--- src/pbdac_pkg.sv ---
package pbdac_pkg;

  // ---------------------------------------------------------------
  // register offsets
  // ---------------------------------------------------------------
  localparam logic [6:0] POWER_CONTROL_THREE_OFS = 7'h03;
  localparam logic [6:0] PLAYBACK_CONVERTER_CONTROL_OFS = 7'h0A;
  localparam logic [6:0] LEFT_PLAYBACK_VOLUME_OFS = 7'h0B;
  localparam logic [6:0] RIGHT_PLAYBACK_VOLUME_OFS = 7'h0C;
  localparam logic [6:0] EQUALISER_BAND_ONE_AND_PATH_OFS = 7'h12;
  localparam logic [6:0] EQUALISER_BAND_TWO_OFS = 7'h13;
  localparam logic [6:0] OUTPUT_LIMITER_TIMING_OFS = 7'h18;
  localparam logic [6:0] OUTPUT_LIMITER_LEVEL_BOOST_OFS = 7'h19;

  // ---------------------------------------------------------------
  // field positions
  // ---------------------------------------------------------------
  localparam int LEFT_EN_BIT = 0;
  localparam int RIGHT_EN_BIT = 1;
  localparam int LEFT_INV_BIT = 0;
  localparam int RIGHT_INV_BIT = 1;
  localparam int AUTO_MUTE_BIT = 2;
  localparam int OSR_BIT = 3;
  localparam int SOFT_MUTE_OFF_BIT = 6;
  localparam int UPDATE_BIT = 8;
  localparam int LIMITER_ON_BIT = 8;
  localparam int PATH_BIT = 8;
  localparam int WIDTH_BIT = 8;
  localparam int ATTACK_LSB = 0;
  localparam int DECAY_LSB = 4;
  localparam int BOOST_LSB = 0;
  localparam int LEVEL_LSB = 4;
  localparam int BAND_GAIN_LSB = 0;
  localparam int BAND_FREQ_LSB = 5;

  // ---------------------------------------------------------------
  // reset values and writable masks
  // ---------------------------------------------------------------
  localparam logic [8:0] POWER_RST = 9'h000;
  localparam logic [8:0] CONTROL_RST = 9'h000;
  localparam logic [7:0] VOLUME_RST = 8'hFF;
  localparam logic [8:0] BAND_ONE_RST = 9'h12C;
  localparam logic [8:0] BAND_TWO_RST = 9'h02C;
  localparam logic [8:0] LIM_TIMING_RST = 9'h032;
  localparam logic [8:0] LIM_LEVEL_RST = 9'h000;
  localparam logic [8:0] POWER_MASK = 9'h003;
  localparam logic [8:0] CONTROL_MASK = 9'h04F;
  localparam logic [8:0] BAND_MASK = 9'h17F;
  localparam logic [8:0] LIM_TIMING_MASK = 9'h1FF;
  localparam logic [8:0] LIM_LEVEL_MASK = 9'h07F;

  // ---------------------------------------------------------------
  // gain arithmetic and timing, in half-dB units and samples
  // ---------------------------------------------------------------
  localparam int AUTO_MUTE_SAMPLES = 1024;
  localparam logic [7:0] VOLUME_FULL = 8'hFF;
  localparam logic [8:0] SOFT_MUTE_FULL = 9'h0FF;
  localparam logic [3:0] BOOST_MAX = 4'hC;
  localparam logic [2:0] LEVEL_MAX = 3'h5;
  localparam logic [9:0] BOOST_OFFSET = 10'h018;
  localparam logic [3:0] RATE_CODE_MAX = 4'hB;
  localparam int GAIN_FRAC = 16;
  localparam logic [21:0] LIM_ATT_MAX = 22'h3F0000;
  localparam longint REF_RATE_HZ = 44100;
  localparam longint ATTACK_BASE_NS = 94000;
  localparam longint DECAY_BASE_NS = 750000;
  localparam longint HALF_DB_PER_6DB = 12;
  localparam logic [21:0] ATTACK_INCR = 22'(HALF_DB_PER_6DB * (64'd1 << GAIN_FRAC)
    * 64'd1000000000 / (ATTACK_BASE_NS * REF_RATE_HZ));
  localparam logic [21:0] DECAY_INCR = 22'(HALF_DB_PER_6DB * (64'd1 << GAIN_FRAC)
    * 64'd1000000000 / (DECAY_BASE_NS * REF_RATE_HZ));

  // ---------------------------------------------------------------
  // carriers
  // ---------------------------------------------------------------
  typedef struct packed {
    logic signed [23:0] left;
    logic signed [23:0] right;
  } pbdac_pair_t;

  typedef struct packed {
    logic [4:0] band_one_gain;
    logic [1:0] band_one_cutoff;
    logic [4:0] band_two_gain;
    logic [1:0] band_two_centre;
    logic band_two_width;
  } pbdac_eq_cfg_t;

endpackage

--- src/pbdac_playback_path.sv ---
// The address-and-strobe port was decided locally.
`timescale 1ns/1ns
// Overview of operation
// RULE_01: each channel runs only while enabled
// RULE_02: soft mute ramps level down, release ramps up
// RULE_03: software clears soft mute before playback
// RULE_04: per-channel phase invert bits, default off
// RULE_05: auto-mute after 1024 zeros, release immediately
// RULE_06: bit 3 selects 64x or 128x oversampling
// RULE_07: volume half-dB steps, code zero mutes
// RULE_08: volume codes reset to full scale
// RULE_09: volumes pending until update bit written
// RULE_10: limiter attacks above upper threshold
// RULE_11: limiter decays below lower threshold to 0dB
// RULE_12: thresholds half a dB around level
// RULE_13: level code maps -1 to -6 dB
// RULE_14: attack time doubles per code, clamps
// RULE_15: decay time doubles per code, clamps
// RULE_16: limiter works only while enabled
// RULE_17: boost adds 0 to 12 dB always
// RULE_18: path select, change only when idle
// RULE_19: software sets high rate mode before equaliser
// RULE_20: equaliser band controls feed filter engine
// RULE_21: band one gain and cutoff fields
// RULE_22: band two gain and centre fields
// RULE_23: band two width select, default narrow
// RULE_24: gain changes only on sample boundaries; volume updates and limiter disable take effect at once
module pbdac_playback_path import pbdac_pkg::*; #(
  parameter int AUTO_MUTE_LEN = AUTO_MUTE_SAMPLES
) (
  input wire logic core_clk,
  input wire logic resetn,
  input wire logic [6:0] reg_addr,
  input wire logic [8:0] reg_wdata,
  input wire logic reg_wr,
  input wire logic reg_rd,
  output logic [8:0] reg_rdata,
  input wire logic in_valid,
  input wire pbdac_pair_t in_pair,
  output logic out_valid,
  output pbdac_pair_t out_pair,
  output logic output_mute,
  output logic left_converter_enable,
  output logic right_converter_enable,
  output logic oversample_ratio_select,
  output logic effects_path_select,
  output pbdac_eq_cfg_t eq_cfg
);

  // the eleven-bit zero-run counter tops out at 2047
  if (AUTO_MUTE_LEN < 1 || AUTO_MUTE_LEN > 2047) begin : g_bad_len
    $error("AUTO_MUTE_LEN out of range");
  end

  // the slowest decay step must still move the gain
  if ((DECAY_INCR >> RATE_CODE_MAX) == 22'h0) begin : g_bad_step
    $error("decay step rounds to zero");
  end

  // -----------------------------------------------------------------
  // register bus
  // -----------------------------------------------------------------
  // register state
  logic [8:0] power_q;
  logic [8:0] control_q;
  logic [8:0] band_one_q;
  logic [8:0] band_two_q;
  logic [8:0] lim_timing_q;
  logic [8:0] lim_level_q;
  logic [8:0] rdata_q;
  logic [7:0] left_pend_q;
  logic [7:0] right_pend_q;
  logic [7:0] left_vol_q;
  logic [7:0] right_vol_q;

  // address decode
  wire logic hit_power = reg_addr == POWER_CONTROL_THREE_OFS;
  wire logic hit_control = reg_addr == PLAYBACK_CONVERTER_CONTROL_OFS;
  wire logic hit_left = reg_addr == LEFT_PLAYBACK_VOLUME_OFS;
  wire logic hit_right = reg_addr == RIGHT_PLAYBACK_VOLUME_OFS;
  wire logic hit_band_one = reg_addr == EQUALISER_BAND_ONE_AND_PATH_OFS;
  wire logic hit_band_two = reg_addr == EQUALISER_BAND_TWO_OFS;
  wire logic hit_timing = reg_addr == OUTPUT_LIMITER_TIMING_OFS;
  wire logic hit_level = reg_addr == OUTPUT_LIMITER_LEVEL_BOOST_OFS;

  // read selection; unmapped addresses read zero
  wire logic [8:0] rd_mux =
    hit_power ? power_q :
    hit_control ? control_q :
    hit_left ? {1'b0, left_pend_q} :
    hit_right ? {1'b0, right_pend_q} :
    hit_band_one ? band_one_q :
    hit_band_two ? band_two_q :
    hit_timing ? lim_timing_q :
    hit_level ? lim_level_q : 9'h000;

  // path bit only moves while both converters are off
  wire logic path_locked = power_q[LEFT_EN_BIT] | power_q[RIGHT_EN_BIT];
  wire logic [8:0] band_one_mask = path_locked ? (BAND_MASK & ~(9'h001 << PATH_BIT))
                                               : BAND_MASK;
  // volume latch decode; the update bit is never stored
  wire logic vol_update = reg_wr & (hit_left | hit_right) & reg_wdata[UPDATE_BIT];
  wire logic [7:0] new_left = (reg_wr & hit_left) ? reg_wdata[7:0] : left_pend_q;
  wire logic [7:0] new_right = (reg_wr & hit_right) ? reg_wdata[7:0] : right_pend_q;

  // configuration register writes
  always_ff @(posedge core_clk) begin
    if (!resetn) begin
      power_q <= POWER_RST;
      control_q <= CONTROL_RST; // RULE_03
      band_one_q <= BAND_ONE_RST; // RULE_21
      band_two_q <= BAND_TWO_RST; // RULE_22
      lim_timing_q <= LIM_TIMING_RST;
      lim_level_q <= LIM_LEVEL_RST;
    end else if (reg_wr) begin
      if (hit_power) begin
        power_q <= reg_wdata & POWER_MASK;
      end else if (hit_control) begin
        control_q <= reg_wdata & CONTROL_MASK;
      end else if (hit_band_one) begin
        band_one_q <= (reg_wdata & band_one_mask) | (band_one_q & ~band_one_mask); // RULE_18
      end else if (hit_band_two) begin
        band_two_q <= reg_wdata & BAND_MASK; // RULE_23
      end else if (hit_timing) begin
        lim_timing_q <= reg_wdata & LIM_TIMING_MASK;
      end else if (hit_level) begin
        lim_level_q <= reg_wdata & LIM_LEVEL_MASK;
      end
    end
  end

  // -----------------------------------------------------------------
  // volume latch
  // -----------------------------------------------------------------
  // pending and applied volume codes
  always_ff @(posedge core_clk) begin
    if (!resetn) begin
      left_pend_q <= VOLUME_RST; // RULE_08
      right_pend_q <= VOLUME_RST;
      left_vol_q <= VOLUME_RST;
      right_vol_q <= VOLUME_RST;
    end else begin
      left_pend_q <= new_left;
      right_pend_q <= new_right;
      if (vol_update) begin
        left_vol_q <= new_left; // RULE_09
        right_vol_q <= new_right;
      end
    end
  end

  // -----------------------------------------------------------------
  // read port
  // -----------------------------------------------------------------
  // read data stands only in the cycle after the strobe
  always_ff @(posedge core_clk) begin
    if (!resetn) begin
      rdata_q <= 9'h000;
    end else begin
      rdata_q <= reg_rd ? rd_mux : 9'h000;
    end
  end

  assign reg_rdata = rdata_q;

  // -----------------------------------------------------------------
  // control fields
  // -----------------------------------------------------------------
  // field extraction, reserved codes clamped
  wire logic left_on = power_q[LEFT_EN_BIT];
  wire logic right_on = power_q[RIGHT_EN_BIT];
  wire logic soft_mute_on = ~control_q[SOFT_MUTE_OFF_BIT];
  wire logic limiter_on = lim_timing_q[LIMITER_ON_BIT];
  wire logic [3:0] atk_raw = lim_timing_q[ATTACK_LSB +: 4];
  wire logic [3:0] dcy_raw = lim_timing_q[DECAY_LSB +: 4];
  wire logic [3:0] boost_raw = lim_level_q[BOOST_LSB +: 4];
  wire logic [2:0] level_raw = lim_level_q[LEVEL_LSB +: 3];
  wire logic [3:0] atk_code = (atk_raw > RATE_CODE_MAX) ? RATE_CODE_MAX : atk_raw; // RULE_14
  wire logic [3:0] dcy_code = (dcy_raw > RATE_CODE_MAX) ? RATE_CODE_MAX : dcy_raw; // RULE_15
  wire logic [3:0] boost = (boost_raw > BOOST_MAX) ? BOOST_MAX : boost_raw; // RULE_17
  wire logic [2:0] level = (level_raw > LEVEL_MAX) ? LEVEL_MAX : level_raw; // RULE_13

  // level outputs straight from the registers
  assign left_converter_enable = left_on;
  assign right_converter_enable = right_on;
  assign oversample_ratio_select = control_q[OSR_BIT]; // RULE_06
  assign effects_path_select = band_one_q[PATH_BIT]; // RULE_18

  // -----------------------------------------------------------------
  // equaliser settings
  // -----------------------------------------------------------------
  // band settings for the shelving and peak filter engine
  assign eq_cfg.band_one_gain = band_one_q[BAND_GAIN_LSB +: 5]; // RULE_20
  assign eq_cfg.band_one_cutoff = band_one_q[BAND_FREQ_LSB +: 2]; // RULE_21
  assign eq_cfg.band_two_gain = band_two_q[BAND_GAIN_LSB +: 5]; // RULE_22
  assign eq_cfg.band_two_centre = band_two_q[BAND_FREQ_LSB +: 2];
  assign eq_cfg.band_two_width = band_two_q[WIDTH_BIT]; // RULE_23

  // -----------------------------------------------------------------
  // gain helpers
  // -----------------------------------------------------------------
  // mantissa of 10^(-r/40) in Q15, one entry per half dB
  function automatic logic [15:0] mant(input logic [3:0] r);
    case (r)
      4'h0: mant = 16'h8000;
      4'h1: mant = 16'h78D7;
      4'h2: mant = 16'h7215;
      4'h3: mant = 16'h6BB3;
      4'h4: mant = 16'h65AD;
      4'h5: mant = 16'h5FFD;
      4'h6: mant = 16'h5A9E;
      4'h7: mant = 16'h558C;
      4'h8: mant = 16'h50C3;
      4'h9: mant = 16'h4C3F;
      4'hA: mant = 16'h47FB;
      default: mant = 16'h43F4;
    endcase
  endfunction

  // attenuation of att half-dB after a fixed 12 dB lift
  function automatic logic signed [23:0] apply_gain(input logic signed [23:0] s,
                                                   input logic [9:0] att);
    logic [6:0] q;
    logic [3:0] r;
    logic signed [41:0] p;
    logic signed [41:0] sh;
    q = 7'(att / 10'd12);
    r = 4'(att % 10'd12);
    p = 42'(s) * 42'($signed({1'b0, mant(r)}));
    sh = p >>> (q + 7'd13);
    if (sh > 42'sh7FFFFF) begin
      apply_gain = 24'sh7FFFFF;
    end else if (sh < -42'sh7FFFFF) begin
      apply_gain = -24'sh7FFFFF;
    end else begin
      apply_gain = sh[23:0];
    end
  endfunction

  // full-scale magnitude h half-dB below the top
  function automatic logic [23:0] threshold(input logic [3:0] h);
    threshold = {mant(4'(h % 4'd12)), 8'h00} >> (h / 4'd12);
  endfunction

  // absolute value of a signed sample
  function automatic logic [23:0] magnitude(input logic signed [23:0] s);
    magnitude = s[23] ? 24'(-s) : 24'(s);
  endfunction

  // -----------------------------------------------------------------
  // gain path, evaluated once per sample
  // -----------------------------------------------------------------
  // gain, zero-run and output state
  logic [8:0] mute_att_q;
  logic [21:0] lim_att_q;
  logic [10:0] zero_run_q;
  logic auto_mute_q;
  logic out_valid_q;
  pbdac_pair_t out_pair_q;

  // attenuation in half dB; boost nets out the fixed lift
  wire logic [9:0] common_att = 10'(mute_att_q) + 10'(lim_att_q[21:GAIN_FRAC])
                              + BOOST_OFFSET - 10'({boost, 1'b0}); // RULE_17
  wire logic [9:0] left_att = 10'(VOLUME_FULL - left_vol_q) + common_att; // RULE_07
  wire logic [9:0] right_att = 10'(VOLUME_FULL - right_vol_q) + common_att;
  wire logic muted = mute_att_q >= SOFT_MUTE_FULL; // RULE_02
  wire logic left_zero = !left_on || left_vol_q == 8'h00 || muted; // RULE_07
  wire logic right_zero = !right_on || right_vol_q == 8'h00 || muted;
  wire logic signed [23:0] left_gain = left_zero ? 24'sh000000
                                                 : apply_gain(in_pair.left, left_att);
  wire logic signed [23:0] right_gain = right_zero ? 24'sh000000
                                                   : apply_gain(in_pair.right, right_att);
  // limiter detector follows the louder channel
  wire logic [23:0] left_mag = magnitude(left_gain);
  wire logic [23:0] right_mag = magnitude(right_gain);
  wire logic [23:0] peak = (left_mag > right_mag) ? left_mag : right_mag;

  // -----------------------------------------------------------------
  // limiter detector
  // -----------------------------------------------------------------
  // thresholds straddle the programmed level by half a dB
  wire logic [3:0] level_half_db = 4'({level, 1'b0}) + 4'd2; // RULE_13
  wire logic [23:0] upper_thr = threshold(level_half_db - 4'd1); // RULE_12
  wire logic [23:0] lower_thr = threshold(level_half_db + 4'd1); // RULE_12
  wire logic [21:0] atk_step = ATTACK_INCR >> atk_code; // RULE_14
  wire logic [21:0] dcy_step = DECAY_INCR >> dcy_code; // RULE_15
  wire logic [22:0] att_up = 23'(lim_att_q) + 23'(atk_step);
  wire logic over_upper = peak > upper_thr;
  wire logic under_lower = peak < lower_thr;

  // -----------------------------------------------------------------
  // output stage
  // -----------------------------------------------------------------
  // phase inversion after gain, both channels default upright
  wire logic signed [23:0] left_out = control_q[LEFT_INV_BIT] ? -left_gain : left_gain;
  wire logic signed [23:0] right_out = control_q[RIGHT_INV_BIT] ? -right_gain : right_gain;

  // output sample register
  always_ff @(posedge core_clk) begin
    if (!resetn) begin
      out_valid_q <= 1'b0;
      out_pair_q <= '0;
    end else begin
      out_valid_q <= in_valid;
      if (in_valid) begin
        out_pair_q.left <= left_out; // RULE_04
        out_pair_q.right <= right_out; // RULE_04
      end
    end
  end

  // -----------------------------------------------------------------
  // soft mute
  // -----------------------------------------------------------------
  // soft mute ramp, one half dB per sample
  always_ff @(posedge core_clk) begin
    if (!resetn) begin
      mute_att_q <= SOFT_MUTE_FULL;
    end else if (in_valid) begin
      if (soft_mute_on && mute_att_q < SOFT_MUTE_FULL) begin
        mute_att_q <= mute_att_q + 9'd1; // RULE_02
      end else if (!soft_mute_on && mute_att_q != 9'h000) begin
        mute_att_q <= mute_att_q - 9'd1; // RULE_02
      end
    end
  end

  // -----------------------------------------------------------------
  // output limiter
  // -----------------------------------------------------------------
  // limiter gain, moved at sample boundaries; cleared at once while disabled
  always_ff @(posedge core_clk) begin
    if (!resetn) begin
      lim_att_q <= '0;
    end else if (!limiter_on) begin
      lim_att_q <= '0; // RULE_16
    end else if (in_valid) begin // RULE_24
      if (over_upper) begin
        lim_att_q <= (att_up > 23'(LIM_ATT_MAX)) ? LIM_ATT_MAX : att_up[21:0]; // RULE_10
      end else if (under_lower) begin
        lim_att_q <= (lim_att_q > dcy_step) ? lim_att_q - dcy_step : '0; // RULE_11
      end
    end
  end

  // -----------------------------------------------------------------
  // auto-mute
  // -----------------------------------------------------------------
  // zero-run detector for the analogue mute
  wire logic in_silent = (!left_on || in_pair.left == 24'sh000000)
                       && (!right_on || in_pair.right == 24'sh000000);

  always_ff @(posedge core_clk) begin
    if (!resetn) begin
      zero_run_q <= '0;
      auto_mute_q <= 1'b0;
    end else if (!control_q[AUTO_MUTE_BIT]) begin
      zero_run_q <= '0;
      auto_mute_q <= 1'b0;
    end else if (in_valid) begin
      if (!in_silent) begin
        zero_run_q <= '0;
        auto_mute_q <= 1'b0; // RULE_05
      end else if (zero_run_q < 11'(AUTO_MUTE_LEN)) begin
        zero_run_q <= zero_run_q + 11'd1;
        auto_mute_q <= (zero_run_q + 11'd1) == 11'(AUTO_MUTE_LEN); // RULE_05
      end
    end
  end

  // -----------------------------------------------------------------
  // port outputs
  // -----------------------------------------------------------------
  assign out_valid = out_valid_q;
  assign out_pair = out_pair_q; // RULE_01
  assign output_mute = auto_mute_q;

endmodule

--- config.mk ---
export PLATFORM = sky130hd
export DESIGN_NAME = pbdac_playback_path
export DESIGN_NICKNAME = d
export VERILOG_FILES = /design/src/pbdac_pkg.sv /design/src/pbdac_playback_path.sv
export SDC_FILE = /design/constraint.sdc
export NUM_CORES = 2
export LEC_CHECK = 0
export ABC_AREA = 1
export CAP_MARGIN = 15
export CORE_ASPECT_RATIO = 1.2
export CORE_MARGIN = 4
export CORE_UTILIZATION = 50
export CTS_BUF_LIST = sky130_fd_sc_hd__clkbuf_4
export DETAILED_ROUTE_END_ITERATION = 6
export DONT_BUFFER_PORTS = 1
export GPL_ROUTABILITY_DRIVEN = 0
export PLACE_DENSITY = 0.77
export SLEW_MARGIN = 15
export SYNTH_ARGS = -nofsm -noshare
export SYNTH_HDL_FRONTEND = slang
export SYNTH_SLANG_ARGS = --single-unit
--- constraint.sdc ---
create_clock -name core_clk -period 16.4 [get_ports core_clk]
set_clock_uncertainty 0.05 [all_clocks]
set_input_delay 2.46 -clock core_clk [delete_from_list [all_inputs] [get_ports core_clk]]
set_output_delay 2.46 -clock core_clk [all_outputs]
set_load 0.05 [all_outputs]
==> flow_summary.json <==
{
  "outcome": "complete, but fails checks",
  "failed_checks": "DRC, setup timing",
  "clock_tree.root_cell": "clkbuf_4",
  "layout_commonest_cell": "nand2_1",
  "synth-edff-count": 0,
  "ys_seq_elements": 172,
  "worst_pin_slew_ps": 1107,
  "arrival_ps": 18690,
  "syn_area_sq_um": 50140,
  "slew_violations": 0,
  "io_pins": 147,
  "nets": 9364,
  "die-area_sq_um": 105400,
  "drc": 14,
  "seq_area_frac_synth": 0.06868,
  "crit_family": "adder cells",
  "worstPathRequired_ps": 16930,
  "syn_inst": 7339,
  "slowest_stage": "fa_1",
  "async_reset_ff_frac": 0,
  "wl_mm": 175.5,
  "yosysUniqueCellTypes": 61,
  "viasPerCell": 5.751,
  "rsz0062_at_grt": "true",
  "first_iter_violations": 5284,
  "grt_max_degree": 80,
  "worst-path-buf-inv": 21,
  "ys.flop_type": "dfxtp_1",
  "numCtsBuffers": 17,
  "setup_ws_ps": -1762,
  "hold_violations": 0,
  "hpwl_mm": 132.4,
  "wl_per_cell_microns": 18.54,
  "finalCritPeriodShare": 1.107,
  "criticalPathCategory": "register to register",
  "period_needed_ps": 18160,
  "fillers": 8005,
  "core_area_sq_um": 99790,
  "path_common_cell": "nand2_2",
  "netlist.area_leader.share": 0.3051,
  "die_x_microns": 297.1,
  "cts.path.max_buffers": 2,
  "port_buffers": 0,
  "cts.reportedPaths.clkPinSlew_ps": 170,
  "syn_area_per_cell_sq_um": 6.831,
  "num_rows": 127,
  "die_h_microns": 354.9,
  "final_cell_mix": "nand2_1, inv_1, buf_4",
  "htree_levels": 4,
  "ant_nets": 0,
  "yosys_warnings": 0,
  "grt_pass1_vias": 54690,
  "maxCapViolCount": 0,
  "max_slew_margin": 0.2564,
  "area_growth_syn_to_layout_pct": 25.49,
  "via_count": 54410,
  "finalSetupViolations": 22,
  "hp-class": "register to register",
  "initial_core_util": 0.5024,
  "synth_top_area_cell": "fa_1",
  "cts.hold.buffers_added": 0,
  "worstPathMaxFanout": 8,
  "grt_pass1_wl_mm": 269.7,
  "clkSinkCount": 172,
  "start_kind": "register",
  "netlist_top_cells_area": "fa_1, nand2_1, inv_1, ha_1, nand3_1",
  "critPathMaxStageDelay_ps": 520,
  "antenna_found_initial": 3,
  "syn_nets": 8545,
  "grt_usage": 0.3098,
  "clkLatencyLatePin_ps": 620,
  "hold-worst-slack_ps": 445.2,
  "fmax_mhz": 55.06,
  "layout-drive-gt1-share": 0.2306,
  "drt_pass1_iterations": 7,
  "stdcell_area_sq_um": 62920,
  "dpl-instance-area_sq_um": 58120,
  "cts_tree": "yes",
  "end_kind": "register",
  "overflow": 0
}
[flip-flops by register name (all words and copies together) (netlist names), 8 cells and up, named ones only]
signal	flops
band_two_q	8
left_pend_q	8
left_vol_q	8
lim_att_q	22
lim_timing_q	9
mute_att_q	9
out_pair	48
reg_rdata	9
right_pend_q	8
right_vol_q	8
zero_run_q	11
[synthesized netlist by cell type, drive strengths merged, types with 5 or more instances]
cell,n
nand2,1735
inv,1343
nor2,765
fa,764
nand3,724
ha,373
a21oi,343
o21ai,270
clkbuf,174
dfxtp,172
buf,114
xor2,101
nand4,98
xnor2,68
nor3,46
o211ai,40
clkinv,29
or2,19
a31oi,18
o21bai,18
nor4,17
nand3b,16
a221oi,14
a211oi,13
o221ai,11
o21a,8
a21o,7
and2,5
o22ai,5
o31ai,5
[cell type report]
type	instances	area, sq um	share of cell area
well taps	1290	1614	0.02565
repair inverters	1	7.507	0.0001193
repair buffers	1078	8780	0.1395
flip-flops and latches	172	3446	0.05477
diodes	1	2.502	0.00003977
inverters	1372	5206	0.08275
clock inverters	13	92.59	0.001472
multi-input cells	5516	43630	0.6934
clock buffers	19	142.6	0.002267
[worst reg2reg max path, delay by kind of cell (launching register included)]
| kind | cells | cell delay [ps] |
|---|---|---|
| fa+ha+maj | 14 | 5560 |
| simple gates | 50 | 4820 |
| compound gates | 28 | 4480 |
| buf+inv | 21 | 2380 |
| xor+xnor | 3 | 510 |
| flops | 1 | 360 |
[per-stage QoR]
step                std cells  TNS (ps)  setup WS (ps)  utilization
CTS                      9391    -23720          -1107       0.6053
global placement         9249    -30780          -1409       0.5824
detailed placement       9249    -41940          -1922       0.5824
finish                   9462    -38200          -1762       0.6305
floorplan                7339         0        0.09592            -
global route             9462    -55390          -2554       0.6305
[path summary, 6_finish.rpt]
| kind | from | endpoint | slack [ps] | cells past startpoint |
|---|---|---|---|---|
| worst max-delay path | lim_level_q[3] | lim_att_q[12] | -1760 | 116 |
| worst min-delay path | zero_run_q[10] | zero_run_q[10] | 450 | 2 |
| worst max register to register | lim_level_q[3] | lim_att_q[12] | -1760 | 116 |
| worst min register to register | zero_run_q[10] | zero_run_q[10] | 450 | 2 |
[what timing repair did]
action / in CTS / in global routing
cloned: 10 / 4
hold endpoints to repair: 0 / 0
pin swaps: 201 / 359
gates resized for setup: 300 / 478
setup buffers: 100 / 67
endpoints found under the setup margin: 22 / 22
[cells by family (layout without fill, tap and decap cells)]
family | count (synthesis) | count (layout) | share of synthesized area
AOI/OAI and AO/OA | 772 | 772 | 0.08622
and+or+nand+nor | 3427 | 3436 | 0.2889
xor gates and xnor gates | 169 | 169 | 0.02952
adders and majority gates | 1137 | 1137 | 0.3982
buffers and inverters | 1660 | 2483 | 0.1283
DFF | 172 | 172 | 0.06868
other | 2 | 3 | 0.0001498
[per-layer routing]
layer  routed length [microns]  track usage
met1                     60450       0.3491
met2                     84360       0.5447
met3                     14530      0.04515
met4                     16120       0.2093
met5                        19            0
Power is left out: the tool's default activity adds up to more than one toggle a clock period on the data nets, which glitch-free logic cannot reach.
